**src/scl_cfg.svh**
```systemverilog
// Constants of the serial command-line port: character codes, sizes and timing.
// Assumes it is included by bare name from the port, monitor, host model and testbench files.
`ifndef SCL_CFG_SVH
`define SCL_CFG_SVH

`define SCL_CLK_HZ 125000000
`define SCL_BAUD 9600
`define SCL_DATA_BITS 8
`define SCL_LINE_MAX 7'h7F
`define SCL_LINE_DEPTH 128
`define SCL_RESP_DEPTH 4
`define SCL_ECHO_DEPTH 8
`define SCL_ECHO_DEFAULT 1'b1
`define SCL_FLOW_DEFAULT 1'b0

`define SCL_CH_BS 8'h08
`define SCL_CH_LF 8'h0A
`define SCL_CH_CR 8'h0D
`define SCL_CH_XON 8'h11
`define SCL_CH_XOFF 8'h13
`define SCL_CH_NAK 8'h15
`define SCL_CH_CAN 8'h18
`define SCL_CH_ESC 8'h1B
`define SCL_CH_CTRL_MAX 8'h1F
`define SCL_CH_SPACE 8'h20
`define SCL_CH_BANG 8'h21

`define SCL_QUEUE_ERR_CODE 16'hFE70

`endif

```
**src/scl_pkg.sv**
```systemverilog
// Types shared by the serial command-line port.
// Assumes scl_cfg.svh holds all numeric constants.
package scl_pkg;

  typedef struct packed {
    logic [7:0] ch;
    logic last;
  } scl_line_t;

  typedef struct packed {
    logic post;
    logic [15:0] code;
  } scl_err_t;

  typedef enum logic [1:0] {RX_IDLE, RX_START, RX_DATA, RX_STOP} scl_rx_state_t;

  typedef enum logic [2:0] {LN_FILL, LN_READ, LN_WAIT, LN_OUT, LN_DONE, LN_REPLY} scl_line_state_t;

endpackage

```
**src/scl_fifo.sv**
```systemverilog
// Small synchronous FIFO with valid/ready on both sides and a flush.
// Assumes one clock and a synchronous active-high reset.
`timescale 1ns/1ps
`default_nettype none
module scl_fifo #(
  parameter int WIDTH = 8,
  parameter int DEPTH = 4
) (
  input wire logic clk_sys,
  input wire logic srst,
  input wire logic flush,
  input wire logic inValid,
  input wire logic [WIDTH-1:0] inData,
  output logic inReady,
  output logic outValid,
  output logic [WIDTH-1:0] outData,
  input wire logic outReady
);
  localparam int AW = (DEPTH > 1) ? $clog2(DEPTH) : 1;

  if (DEPTH < 2 || (DEPTH & (DEPTH - 1)) != 0) begin : g_bad_depth
    $error("scl_fifo depth must be a power of two of at least 2");
  end

  logic [WIDTH-1:0] store [DEPTH];
  logic [AW-1:0] wrPtr_reg;
  logic [AW-1:0] rdPtr_reg;
  logic [AW:0] count_reg;
  logic [AW:0] count_next;
  logic inReady_reg;
  logic push;
  logic pop;

  assign push = inValid && inReady_reg;
  assign pop = outValid && outReady;
  assign inReady = inReady_reg;
  assign outValid = (count_reg != '0);
  assign outData = store[rdPtr_reg];

  always_comb begin
    count_next = count_reg;
    if (push && !pop) begin
      count_next = count_reg + 1'b1;
    end else if (pop && !push) begin
      count_next = count_reg - 1'b1;
    end
  end

  // Ready is registered so the source never sees a combinational path through this FIFO.
  always_ff @(posedge clk_sys) begin
    if (srst || flush) begin
      wrPtr_reg <= '0;
      rdPtr_reg <= '0;
      count_reg <= '0;
      inReady_reg <= 1'b1;
    end else begin
      if (push) begin
        wrPtr_reg <= wrPtr_reg + 1'b1;
      end
      if (pop) begin
        rdPtr_reg <= rdPtr_reg + 1'b1;
      end
      count_reg <= count_next;
      inReady_reg <= (count_next != (AW + 1)'(DEPTH));
    end
  end

  always_ff @(posedge clk_sys) begin
    if (push) begin
      store[wrPtr_reg] <= inData;
    end
  end
endmodule
`default_nettype wire

```
**src/scl_line_mem.sv**
```systemverilog
// Line buffer memory: one write port, one read port with registered data.
// Assumes one clock; contents are undefined until written.
`timescale 1ns/1ps
`default_nettype none
module scl_line_mem #(
  parameter int WIDTH = 8,
  parameter int DEPTH = 128
) (
  input wire logic clk_sys,
  input wire logic wrEn,
  input wire logic [$clog2(DEPTH)-1:0] wrAddr,
  input wire logic [WIDTH-1:0] wrData,
  input wire logic [$clog2(DEPTH)-1:0] rdAddr,
  output logic [WIDTH-1:0] rdData
);
  logic [WIDTH-1:0] cells [DEPTH];

  always_ff @(posedge clk_sys) begin
    if (wrEn) begin
      cells[wrAddr] <= wrData;
    end
    rdData <= cells[rdAddr];
  end
endmodule
`default_nettype wire

```
**src/scl_port.sv**
```systemverilog
// Serial command-line port: UART receiver and transmitter, line buffer, control characters.
// Assumes a parser drains the line stream and pulses parseDone once the line is executed.
`timescale 1ns/1ps
`default_nettype none
`include "scl_cfg.svh"
module scl_port #(
  parameter int CLKS_PER_BIT = `SCL_CLK_HZ / `SCL_BAUD,
  parameter int LINE_DEPTH = `SCL_LINE_DEPTH,
  parameter int RESP_DEPTH = `SCL_RESP_DEPTH
) (
  input wire logic clk_sys,
  input wire logic srst,
  input wire logic rxdPin,
  output logic txdPin,
  input wire logic echoEnable,
  input wire logic flowCtrlEnable,
  output scl_pkg::scl_line_t lineOut,
  output logic lineValid,
  input wire logic lineReady,
  input wire logic parseDone,
  input wire logic [7:0] respData,
  input wire logic respValid,
  output logic respReady,
  output scl_pkg::scl_err_t queueLossError,
  output logic overflowFlag,
  output logic txHalted
);
  if (CLKS_PER_BIT < 4 || CLKS_PER_BIT > 65535) begin : g_bad_baud
    $error("scl_port CLKS_PER_BIT out of range");
  end
  if (LINE_DEPTH != 128) begin : g_bad_line
    $error("scl_port line buffer must hold 127 characters plus terminator");
  end

  localparam logic [15:0] BIT_LAST = 16'(CLKS_PER_BIT - 1);
  localparam logic [15:0] HALF_BIT = 16'(CLKS_PER_BIT / 2 - 1);

  function automatic logic isTerm(input logic [7:0] ch);
    isTerm = (ch == `SCL_CH_CR) || (ch == `SCL_CH_LF);
  endfunction

  // ---------------- Receiver ----------------
  logic rxSync1_reg;
  logic rxSync2_reg;
  scl_pkg::scl_rx_state_t rxState_reg;
  logic [15:0] rxCnt_reg;
  logic [2:0] rxBit_reg;
  logic [7:0] rxShift_reg;
  logic rxStrobe_reg;
  logic [7:0] rxByte_reg;

  always_ff @(posedge clk_sys) begin
    if (srst) begin
      rxSync1_reg <= 1'b1;
      rxSync2_reg <= 1'b1;
    end else begin
      rxSync1_reg <= rxdPin;
      rxSync2_reg <= rxSync1_reg;
    end
  end

  // A start bit is confirmed at mid-bit; a bad stop bit drops the character.
  always_ff @(posedge clk_sys) begin
    if (srst) begin
      rxState_reg <= scl_pkg::RX_IDLE;
      rxCnt_reg <= 16'h0000;
      rxBit_reg <= 3'h0;
      rxShift_reg <= 8'h00;
      rxStrobe_reg <= 1'b0;
      rxByte_reg <= 8'h00;
    end else begin
      rxStrobe_reg <= 1'b0;
      unique case (rxState_reg)
        scl_pkg::RX_IDLE: begin
          if (!rxSync2_reg) begin
            rxState_reg <= scl_pkg::RX_START;
            rxCnt_reg <= HALF_BIT;
          end
        end
        scl_pkg::RX_START: begin
          if (rxCnt_reg != 16'h0000) begin
            rxCnt_reg <= rxCnt_reg - 16'h0001;
          end else if (!rxSync2_reg) begin
            rxState_reg <= scl_pkg::RX_DATA;
            rxCnt_reg <= BIT_LAST;
            rxBit_reg <= 3'h0;
          end else begin
            rxState_reg <= scl_pkg::RX_IDLE;
          end
        end
        scl_pkg::RX_DATA: begin
          if (rxCnt_reg != 16'h0000) begin
            rxCnt_reg <= rxCnt_reg - 16'h0001;
          end else begin
            rxShift_reg <= {rxSync2_reg, rxShift_reg[7:1]};
            rxCnt_reg <= BIT_LAST;
            rxBit_reg <= rxBit_reg + 3'h1;
            if (rxBit_reg == 3'h7) begin
              rxState_reg <= scl_pkg::RX_STOP;
            end
          end
        end
        scl_pkg::RX_STOP: begin
          if (rxCnt_reg != 16'h0000) begin
            rxCnt_reg <= rxCnt_reg - 16'h0001;
          end else begin
            rxState_reg <= scl_pkg::RX_IDLE;
            rxStrobe_reg <= rxSync2_reg;
            rxByte_reg <= rxShift_reg;
          end
        end
      endcase
    end
  end

  // ---------------- Character decode ----------------
  scl_pkg::scl_line_state_t lnState_reg;
  logic [6:0] lnCount_reg;
  logic [6:0] rdIdx_reg;
  logic [7:0] lastTerm_reg;
  logic xoff_reg;
  logic bangPending_reg;
  logic [23:0] pend_reg;
  logic [1:0] pendLen_reg;
  logic lineBusy;
  logic halted;

  logic canHit;
  logic escHit;
  logic bsHit;
  logic termHit;
  logic storeHit;
  logic ovfHit;
  logic xonHit;
  logic xoffHit;
  logic [1:0] loadLen;
  logic [23:0] loadData;

  assign lineBusy = (lnState_reg != scl_pkg::LN_FILL);
  assign halted = flowCtrlEnable && xoff_reg;

  always_comb begin
    canHit = 1'b0;
    escHit = 1'b0;
    bsHit = 1'b0;
    termHit = 1'b0;
    storeHit = 1'b0;
    ovfHit = 1'b0;
    xonHit = 1'b0;
    xoffHit = 1'b0;
    loadLen = 2'h0;
    loadData = 24'h000000;
    if (rxStrobe_reg) begin
      if (rxByte_reg == `SCL_CH_CAN) begin
        canHit = 1'b1;
      end else if (rxByte_reg == `SCL_CH_ESC) begin
        escHit = 1'b1;
        loadLen = 2'h2;
        loadData = {`SCL_CH_CR, `SCL_CH_LF, 8'h00};
      end else if (rxByte_reg == `SCL_CH_BS) begin
        bsHit = 1'b1;
        if (echoEnable) begin
          loadLen = 2'h3;
          loadData = {`SCL_CH_BS, `SCL_CH_SPACE, `SCL_CH_BS};
        end
      end else if (isTerm(rxByte_reg)) begin
        if (isTerm(lastTerm_reg) && lastTerm_reg != rxByte_reg) begin
          loadLen = 2'h0;
        end else if (lineBusy) begin
          ovfHit = 1'b1;
        end else begin
          termHit = 1'b1;
          if (flowCtrlEnable) begin
            loadLen = echoEnable ? 2'h2 : 2'h1;
            loadData = {`SCL_CH_XOFF, `SCL_CH_CR, 8'h00};
          end else if (echoEnable) begin
            loadLen = 2'h1;
            loadData = {rxByte_reg, 16'h0000};
          end
        end
      end else if (rxByte_reg == `SCL_CH_XON) begin
        xonHit = flowCtrlEnable;
      end else if (rxByte_reg == `SCL_CH_XOFF) begin
        xoffHit = 1'b1;
      end else if (rxByte_reg > `SCL_CH_CTRL_MAX) begin
        if (lineBusy || lnCount_reg == `SCL_LINE_MAX) begin
          ovfHit = 1'b1;
          if (echoEnable) begin
            loadLen = 2'h1;
            loadData = {`SCL_CH_NAK, 16'h0000};
          end
        end else begin
          storeHit = 1'b1;
          if (echoEnable) begin
            loadLen = 2'h1;
            loadData = {rxByte_reg, 16'h0000};
          end
        end
      end
    end
  end

  always_ff @(posedge clk_sys) begin
    if (srst || canHit) begin
      lastTerm_reg <= 8'h00;
    end else if (rxStrobe_reg) begin
      if (isTerm(rxByte_reg) && !(isTerm(lastTerm_reg) && lastTerm_reg != rxByte_reg)) begin
        lastTerm_reg <= rxByte_reg;
      end else begin
        lastTerm_reg <= 8'h00;
      end
    end
  end

  // ---------------- Line buffer and hand-off ----------------
  logic [7:0] memRdData;

  scl_line_mem #(
    .WIDTH(8),
    .DEPTH(LINE_DEPTH)
  ) u_line_mem (
    .clk_sys(clk_sys),
    .wrEn(storeHit || termHit),
    .wrAddr(lnCount_reg),
    .wrData(rxByte_reg),
    .rdAddr(rdIdx_reg),
    .rdData(memRdData)
  );

  // The terminator is stored after the text, so the parser sees it flagged as last.
  always_ff @(posedge clk_sys) begin
    if (srst || canHit) begin
      lnState_reg <= scl_pkg::LN_FILL;
      lnCount_reg <= 7'h00;
      rdIdx_reg <= 7'h00;
      lineValid <= 1'b0;
      lineOut <= '0;
    end else begin
      unique case (lnState_reg)
        scl_pkg::LN_FILL: begin
          if (escHit) begin
            lnCount_reg <= 7'h00;
          end else if (bsHit && lnCount_reg != 7'h00) begin
            lnCount_reg <= lnCount_reg - 7'h01;
          end else if (storeHit) begin
            lnCount_reg <= lnCount_reg + 7'h01;
          end else if (termHit) begin
            lnState_reg <= scl_pkg::LN_READ;
            rdIdx_reg <= 7'h00;
          end
        end
        scl_pkg::LN_READ: begin
          lnState_reg <= scl_pkg::LN_WAIT;
        end
        scl_pkg::LN_WAIT: begin
          lineOut.ch <= memRdData;
          lineOut.last <= (rdIdx_reg == lnCount_reg);
          lineValid <= 1'b1;
          lnState_reg <= scl_pkg::LN_OUT;
        end
        scl_pkg::LN_OUT: begin
          if (lineReady) begin
            lineValid <= 1'b0;
            if (rdIdx_reg == lnCount_reg) begin
              lnState_reg <= scl_pkg::LN_DONE;
            end else begin
              rdIdx_reg <= rdIdx_reg + 7'h01;
              lnState_reg <= scl_pkg::LN_READ;
            end
          end
        end
        scl_pkg::LN_DONE: begin
          if (parseDone) begin
            lnState_reg <= scl_pkg::LN_REPLY;
          end
        end
        scl_pkg::LN_REPLY: begin
          if (pendLen_reg == 2'h0 && loadLen == 2'h0) begin
            lnState_reg <= scl_pkg::LN_FILL;
            lnCount_reg <= 7'h00;
          end
        end
      endcase
    end
  end

  // ---------------- Echo staging ----------------
  // Up to three echo bytes are staged and moved one per cycle into the echo FIFO.
  // A new sequence arriving while one is still staged is dropped; at line rate this
  // happens when the echo FIFO is held full by XOFF or filled by back-to-back backspace echoes.
  logic echoInReady;
  logic echoOutValid;
  logic [7:0] echoOutData;
  logic echoPop;
  logic replyLoad;

  assign replyLoad = (lnState_reg == scl_pkg::LN_REPLY) && pendLen_reg == 2'h0 && loadLen == 2'h0;

  always_ff @(posedge clk_sys) begin
    if (srst || canHit) begin
      pendLen_reg <= 2'h0;
      pend_reg <= 24'h000000;
    end else if (pendLen_reg != 2'h0) begin
      if (echoInReady) begin
        pend_reg <= {pend_reg[15:0], 8'h00};
        pendLen_reg <= pendLen_reg - 2'h1;
      end
    end else if (loadLen != 2'h0) begin
      pend_reg <= loadData;
      pendLen_reg <= loadLen;
    end else if (replyLoad) begin
      pend_reg <= {`SCL_CH_CR, `SCL_CH_LF, 8'h00};
      pendLen_reg <= 2'h2;
    end
  end

  scl_fifo #(
    .WIDTH(8),
    .DEPTH(`SCL_ECHO_DEPTH)
  ) u_echo_fifo (
    .clk_sys(clk_sys),
    .srst(srst),
    .flush(canHit),
    .inValid(pendLen_reg != 2'h0),
    .inData(pend_reg[23:16]),
    .inReady(echoInReady),
    .outValid(echoOutValid),
    .outData(echoOutData),
    .outReady(echoPop)
  );

  // ---------------- Response queue ----------------
  logic respOutValid;
  logic [7:0] respOutData;
  logic respPop;

  scl_fifo #(
    .WIDTH(8),
    .DEPTH(RESP_DEPTH)
  ) u_resp_fifo (
    .clk_sys(clk_sys),
    .srst(srst),
    .flush(canHit),
    .inValid(respValid),
    .inData(respData),
    .inReady(respReady),
    .outValid(respOutValid),
    .outData(respOutData),
    .outReady(respPop)
  );

  // ---------------- Flow control and errors ----------------
  always_ff @(posedge clk_sys) begin
    if (srst || canHit || !flowCtrlEnable) begin
      xoff_reg <= 1'b0;
    end else if (xoffHit) begin
      xoff_reg <= 1'b1;
    end else if (xonHit) begin
      xoff_reg <= 1'b0;
    end
  end

  always_ff @(posedge clk_sys) begin
    if (srst) begin
      txHalted <= 1'b0;
    end else begin
      txHalted <= halted;
    end
  end

  logic bangStart;

  always_ff @(posedge clk_sys) begin
    if (srst || canHit) begin
      bangPending_reg <= 1'b0;
    end else if (xonHit && xoff_reg) begin
      bangPending_reg <= 1'b1;
    end else if (bangStart) begin
      bangPending_reg <= 1'b0;
    end
  end

  always_ff @(posedge clk_sys) begin
    if (srst) begin
      queueLossError.post <= 1'b0;
      queueLossError.code <= `SCL_QUEUE_ERR_CODE;
    end else begin
      queueLossError.post <= xoffHit || ovfHit;
    end
  end

  // A new overflow wins over the CAN that clears the flag.
  always_ff @(posedge clk_sys) begin
    if (srst) begin
      overflowFlag <= 1'b0;
    end else if (ovfHit) begin
      overflowFlag <= 1'b1;
    end else if (canHit) begin
      overflowFlag <= 1'b0;
    end
  end

  // ---------------- Transmitter ----------------
  logic txBusy_reg;
  logic [15:0] txCnt_reg;
  logic [3:0] txBit_reg;
  logic [9:0] txShift_reg;
  logic txStart;
  logic [7:0] txChar;

  // Echo goes first, then responses; the mark follows only once both are empty.
  always_comb begin
    echoPop = 1'b0;
    respPop = 1'b0;
    bangStart = 1'b0;
    txChar = 8'h00;
    if (!txBusy_reg && !halted && !txHalted) begin
      if (echoOutValid) begin
        echoPop = 1'b1;
        txChar = echoOutData;
      end else if (respOutValid) begin
        respPop = 1'b1;
        txChar = respOutData;
      end else if (bangPending_reg) begin
        bangStart = 1'b1;
        txChar = `SCL_CH_BANG;
      end
    end
  end
  assign txStart = echoPop || respPop || bangStart;

  always_ff @(posedge clk_sys) begin
    if (srst) begin
      txBusy_reg <= 1'b0;
      txCnt_reg <= 16'h0000;
      txBit_reg <= 4'h0;
      txShift_reg <= 10'h3FF;
      txdPin <= 1'b1;
    end else if (txStart) begin
      txBusy_reg <= 1'b1;
      txCnt_reg <= BIT_LAST;
      txBit_reg <= 4'h0;
      txShift_reg <= {1'b1, txChar, 1'b0};
      txdPin <= 1'b0;
    end else if (txBusy_reg) begin
      if (txCnt_reg != 16'h0000) begin
        txCnt_reg <= txCnt_reg - 16'h0001;
      end else if (txBit_reg == 4'h9) begin
        txBusy_reg <= 1'b0;
        txdPin <= 1'b1;
      end else begin
        txCnt_reg <= BIT_LAST;
        txBit_reg <= txBit_reg + 4'h1;
        txShift_reg <= {1'b1, txShift_reg[9:1]};
        txdPin <= txShift_reg[1];
      end
    end
  end
endmodule
`default_nettype wire

```
**config.mk**
```make
export PLATFORM = sky130hd
export DESIGN_NAME = scl_port
export DESIGN_NICKNAME = d
export VERILOG_FILES = /design/src/scl_pkg.sv /design/src/scl_fifo.sv /design/src/scl_line_mem.sv /design/src/scl_port.sv
export VERILOG_INCLUDE_DIRS = /design/src
export SDC_FILE = /design/constraint.sdc
export NUM_CORES = 1
export LEC_CHECK = 0
export ABC_AREA = 1
export BUFFER_PORTS_ARGS = -buffer_cell sky130_fd_sc_hd__buf_2
export CORE_MARGIN = 5
export CORE_UTILIZATION = 60
export DETAILED_ROUTE_END_ITERATION = 16
export MAX_ROUTING_LAYER = met4
export PLACE_DENSITY = 0.76
export REMOVE_ABC_BUFFERS = 1
export SLEW_MARGIN = 40
export SYNTH_ARGS = -nofsm -noshare
export SYNTH_HDL_FRONTEND = slang
export SYNTH_SLANG_ARGS = --single-unit
```
**constraint.sdc**
```tcl
create_clock -name clk_sys -period 10.65 [get_ports clk_sys]
set_input_delay 1.5975 -clock clk_sys [delete_from_list [all_inputs] [get_ports clk_sys]]
set_output_delay 1.5975 -clock clk_sys [all_outputs]
set_load 0.02 [all_outputs]
```
-- Yosys cells after proc, flatten, opt, wreduce, memory -nomap -nowiden
Memories as Yosys holds them, arrays and structs flattened. A register that Yosys moved wholly into a read port is not among the register bits.
Cells that the tools add are included.
- bitwise gates (word level): 4
- equality and inequality tests: 46
- $add $sub $neg: 16
- muxes and demuxes: 176
- reduce and logical (&&, ||, !) cells: 74
- order comparisons: 1
- operator list (kind ; count):
    24-bit two-way mux ; 17
    16-bit two-way mux ; 7
    1-bit two-way mux ; 80
    7-bit two-way mux ; 10
    16-bit case mux with 4 select lines ; 1
    2-bit two-way mux ; 25
    3-bit two-way mux ; 15
    8-bit by 4-bit equality test with 1-bit output (second input constant) ; 5
    2-bit != test (second input constant) ; 19
    9-bit two-way mux ; 4
    8-bit by 5-bit equality test with 1-bit output (second input constant) ; 4
    8-bit two-way mux ; 4
    16-bit nonzero test ; 2
    16-bit by 1-bit subtractor with 16-bit output (second input constant) ; 2
    14-bit two-way mux ; 2
    7-bit case mux with 2 select lines ; 2
    21-bit two-way mux ; 1
    20-bit two-way mux ; 1
    2-bit nonzero test ; 10
    1-bit logical AND ; 18
    3-bit case mux with 6 select lines ; 1
    7-bit by 1-bit adder with 7-bit output (second input constant) ; 2
    2-bit AND reduction ; 7
    7-bit AND reduction ; 2
    other kinds (37) ; 76
- output and inout bits: 31
- memories kept: 3
- flip-flop bits (word level): 156
- logic and storage cells: 356
- input port bits: 16
- RAM bits: 1120
- memory list (name ; depth ; width ; rd ports ; clocked after Yosys merged registers in ; write ports ; RTL line ; RTL):
    u_line_mem.cells ; 128 ; 8 ; 1 ; 1 ; 1 ; scl_line_mem.sv:16 ; logic [WIDTH-1:0] cells [DEPTH];
    u_echo_fifo.store ; 8 ; 8 ; 1 ; 1 ; 1 ; scl_fifo.sv:25 ; logic [WIDTH-1:0] store [DEPTH];
    u_resp_fifo.store ; 4 ; 8 ; 1 ; 1 ; 1 ; scl_fifo.sv:25 ;

-- Logic depth before layout (Yosys ltp)
- word-level depth: 15
- mapped depth: 18
- mapped depth without buffers: 17

-- By module
From an unflattened synthesis, not the netlist that was laid out.
- cell total of the unflattened synthesis: 5010
- area total of the unflattened synthesis: 54109.4 µm²
- by module, submodules not included (module ; times used ; sequential area each (µm²) ; area an instance (µm²) ; cells each):
    scl_line_mem ; 1 ; 30909.6 ; 42285.6 ; 3578
    scl_port ; 1 ; 2482.4 ; 6891.6 ; 1004
    scl_fifo (u_echo_fifo) ; 1 ; 2202.1 ; 3211.8 ; 282
    scl_fifo (u_resp_fifo) ; 1 ; 1161.1 ; 1720.4 ; 146

-- Least setup slack after synthesis
Ideal clock, no wire load.
- path type: register to register
- start point: register rxByte_reg[3]
- end point: memory u_line_mem.cells[122][0], enable pin
- setup slack: 6.292 ns
- required time: 10.280 ns
- arrival: 3.988 ns
- path buffers: 1
- period minus slack after synthesis: 4.358 ns
- library setup time: 0.370 ns
- stages on the path, launching flop included: 12
- cell sequence: dfxtp_1 nand2_1 inv_2 nand3_1 a21oi_4 nand2_2 nor2_2 nand2_1 o21ai_4 nand4_4 buf_2 nor2_1
- word-level cells in the longest chain between the ends: 12
- elaborated cells on any way between the ends: 28
- classes of those cells: 1 x order compare; 8 x eq/ne; 16 x mux; 3 x reduce/logical
- ends and longest elaborated chain (what ; RTL line ; RTL):
    from (decl) ; scl_port.sv:50 ; logic [7:0] rxByte_reg;
    from (signal assigned) ; scl_port.sv:109 ; rxByte_reg <= rxShift_reg;
    8-bit by 5-bit greater-than comparator with 1-bit output (no source line) ; - ;
    1-bit two-way mux ; scl_port.sv:185 ; end else if (rxByte_reg > `SCL_CH_CTRL_MAX) begin
    1-bit two-way mux ; scl_port.sv:183 ; end else if (rxByte_reg == `SCL_CH_XOFF) begin
    1-bit two-way mux ; scl_port.sv:181 ; end else if (rxByte_reg == `SCL_CH_XON) begin
    1-bit two-way mux ; scl_port.sv:166 ; end else if (isTerm(rxByte_reg)) begin
    1-bit two-way mux ; scl_port.sv:160 ; end else if (rxByte_reg == `SCL_CH_BS) begin
    1-bit two-way mux ; scl_port.sv:156 ; end else if (rxByte_reg == `SCL_CH_ESC) begin
    1-bit two-way mux ; scl_port.sv:154 ; if (rxByte_reg == `SCL_CH_CAN) begin
    1-bit two-way mux ; scl_port.sv:153 ; if (rxStrobe_reg) begin
    1-bit logical OR * ; scl_port.sv:223 ; .wrEn(storeHit || termHit),
    1-bit two-way mux * ; scl_line_mem.sv:19 ; if (wrEn) begin
    1-bit two-way mux (not written as such) * ; scl_line_mem.sv:20 ; cells[wrAddr] <= wrData;
    to (decl) ; scl_line_mem.sv:16 ;
Mark *: on every way between the ends. The rest lies on a longest branch, timed or not.

-- Final worst setup path
- start point: register rxByte_reg[2]
- end point: memory u_line_mem.cells[98][2], enable pin
The elaborated chain is that of the path after synthesis.

==> results.cfg <==
[run_status]
outcome = complete, no violations

[route]
final_antenna_net_count = 0
remaining_drc_errors = 0
dr_total_vias = 36012
via_per_inst = 6.36
drt_first_pass_iters = 8
detailedRoute.firstIterationViolations = 5367
avgRoutedWirePerCell_um = 23.7
drt-total-wl_um = 134000

[yosys]
ys.flop_type = edfxtp_1
ys_warn_count = 0
number_of_register_bits_inferred_by_synthesis = 1276
yosys-top-cells-area = edfxtp_1 (65%), nor2_1 (6.4%), dfxtp_1 (6.0%)
synth_top_area_cell = edfxtp_1
synth_top_cells_by_count = edfxtp_1 (1120), nor2_1 (880), o21ai_0 (618)
synthDominantCellAreaShare_pct = 64.7
synth_edf_count = 1120
synth.lib_cells_used.distinct = 53
mappedNetlistArea_mm2 = 0.0520
yosysMostFrequentCell = edfxtp_1
yosysSeqAreaShare_pct = 70.7
postSynthCellCount = 4474
syn-mean-instance-area_um2 = 11.6
asyncSetResetFlopFracSynth_pct = 0

[power]
power_report.internal_total_mw = 8.08
power-per-cell-area_mw_per_mm2 = 186
power_frac_comb_pct = 8.5
seq_power_share_pct = 52.5
netSwitchingPower_mw = 2.52
static-leakage-power_nw = 21.3
peakVddDrop_v = 0.000158
share_clk_of_total_power_pct = 39.0
swShare_pct = 23.8

[sta]
fmaxAchievable_mhz = 222
finalSetupViolCount = 0
period_minus_slack_ns = 4.51
final_min_period_over_clock_period_pct = 42.3
worst_slack_ns = 6.14
fin_setup_tns_ns = 0
final_hold_viol_count = 0
timing.final.max_slew_violations = 0
fin_skew_ns = 0.0528
worstMarginPinSlew_ns = 0.894
grt_setup_unrepaired = false
slew-limit-headroom_pct = 40.4

[floorplan]
design.core.area_mm2 = 0.0863
start_util_pct = 60.2
rows = 108
die_height_um = 304
dieArea_mm2 = 0.0927
top_level_port_count = 47
dieWidth_um = 304

[critical_path]
ff2ff_path_depth = 11
worst_setup_path_end_kind = flop
worst-r2r-setup-slack_ns = 6.14
arrival_time_at_the_worst_endpoint_ns = 4.84
critPathLaunchType = flop
reg2reg_from = rxByte_reg[2]$_SDFFE_PP0P_
worstSetupPathType = flop to flop
rr_endpoint = u_line_mem.cells[98][2]$_DFFE_PP_
timing.critical_path.fanout_max = 87
required_ns = 10.98

[layout]
largest_register_ff_count = 1024
area.growth.synth_to_final_pct = 9.50
max_flop_register = u_line_mem.cells
antenna_cells = 0
layout_top_registers = u_line_mem.cells: 1024 flops, u_echo_fifo.store: 64 flops, u_resp_fifo.store: 32 flops
final_layout_fill_cell_count = 6126
fin_nets = 4448
final_layout_size_suffix_gt1_share_pct = 7.11

[clocking]
count_of_hold_fix_buffers_inserted_at_cts = 0
post_cts_buffers = 0
clock_transition_at_path_regs_ns = 0.06
ctsRootBufferMaster = clkbuf_16
numClockSinks = 1276
clock_path_buffers = 3
cts.htree.levels = 3
cts_resized = 0
tritoncts_clock_tree = done
clock_buffer_count_from_cts = 119
clock_latency_ns = 0.71

[global_routing]
grt_pass1_vias = 33931
globalRouteOverflowTotal = 0
grt_pass1_wl_um = 203000
grtUsageTotal_pct = 29.0
antenna_violations_before_repair = 0
largest_net_degree_at_the_start_of_global_routing = 244

[worst_hold_path]
hold_path.startpoint = rxSync1_reg$_SDFF_PP1_
worst_hold_path_type = flop to flop
whs_endpoint = rxSync2_reg$_SDFF_PP1_
min_path_cells = 1

[placement]
detailedPlace.worstSlack_ns = 6.23
detailed_place_hpwl_um = 78200
gp_congestion = 0.941
numPortBuffers = 30

[run]
drv_cap = 0
[per-layer routing]
layer	part of all wire (%)	up-vias	track usage [%]	routed length [µm]
met2	46	2406	44.1	62300
met4	3.9	0	10.3	5200
li1	-	16024	-	-
met3	12	381	5.69	16100
met1	38	17201	39.7	50600
met5	0	-	-	0
[metrics by stage]
stage	utilization [%]	hold WS [ns]	power [mW]	instances	instance area, µm²
after global routing	66.0	0.448	11.0	5658	57000
after global placement	61.2	0.406	6.53	5425	52800
after floorplan	-	0.389	6.30	4210	50900
final	66.0	0.418	10.6	5658	57000
after CTS	65.8	0.422	10.6	5653	56800
after detailed placement	61.4	0.402	6.55	5431	53000
[worst max-delay path by stage]
stage / from / endpoint / slack (ns) / cells after the start
after floorplan: rdIdx_reg[0]$_SDFFE_PP0P_ / u_line_mem.rdData[2]$_DFF_P_ / -13.71 / 9
after global placement: rxByte_reg[2]$_SDFFE_PP0P_ / u_line_mem.cells[55][5]$_DFFE_PP_ / 6.04 / 11
after detailed placement: rxByte_reg[2]$_SDFFE_PP0P_ / u_line_mem.cells[48][6]$_DFFE_PP_ / 6.23 / 11
after CTS: rxByte_reg[2]$_SDFFE_PP0P_ / u_line_mem.cells[72][0]$_DFFE_PP_ / 6.15 / 11
after global routing: rxByte_reg[2]$_SDFFE_PP0P_ / u_line_mem.cells[97][4]$_DFFE_PP_ / 5.90 / 11
final: rxByte_reg[2]$_SDFFE_PP0P_ / u_line_mem.cells[98][2]$_DFFE_PP_ / 6.14 / 11
[kinds of logic (layout without fill, tap and decap cells)]
logic type                 Yosys count  count (layout)  synth area share (%)
adders and majority gates           30              30                 0.736
and+or+nand+nor                   1581            1581                  12.3
xor gates and xnor gates            37              37                 0.623
AOI/OAI and AO/OA                 1096            1096                  12.1
muxes                                9               9                 0.173
buffers and inverters              443             458                  3.40
DFF                               1276            1276                  70.7
other                                2              16                0.0144
[critical path: stages (launching register included)]
cell and delay [ns]:
dfxtp_4 0.76, buf_6 0.75, inv_2 0.09, nand2_1 0.14
inv_2 0.06, nand3_1 0.20, nand3_1 0.17, inv_2 0.09
nand2_1 0.12, o21ai_4 0.24, nand4_4 0.66, nor2_1 0.80
[cell type report]
type	count	area (µm²)	share of cell area, %
clock buffer	157	3270	5.74
clock inverter	65	543	0.953
inverter	165	637	1.12
multi-input combinational	2769	13600	23.9
sequential	1276	36800	64.6
tap	1155	1450	2.54
timing repair buffer	71	672	1.18
[power by group through the flow]
stage,clock network [mW],registers [mW],logic [mW]
floorplan,0,5.67,0.628
global placement,0,5.67,0.859
detailed placement,0,5.67,0.881
CTS,4.16,5.57,0.893
global route,4.39,5.58,1.02
finish,4.13,5.57,0.904
[cell usage in the layout, fill, tap and decap left out, drive strengths merged, types with 29 or more instances in the layout]
cell / count
inv: 167
nand2: 437
dfxtp: 156
o21ai: 620
a21oi: 120
buf: 71
nor3: 38
nand3: 171
o221ai: 81
clkbuf: 157
o211ai: 61
ha: 29
edfxtp: 1120
nor2: 883
clkinv: 51
o22ai: 173
nand4: 31
No activity file was read; power rests on OpenSTA's default activity.
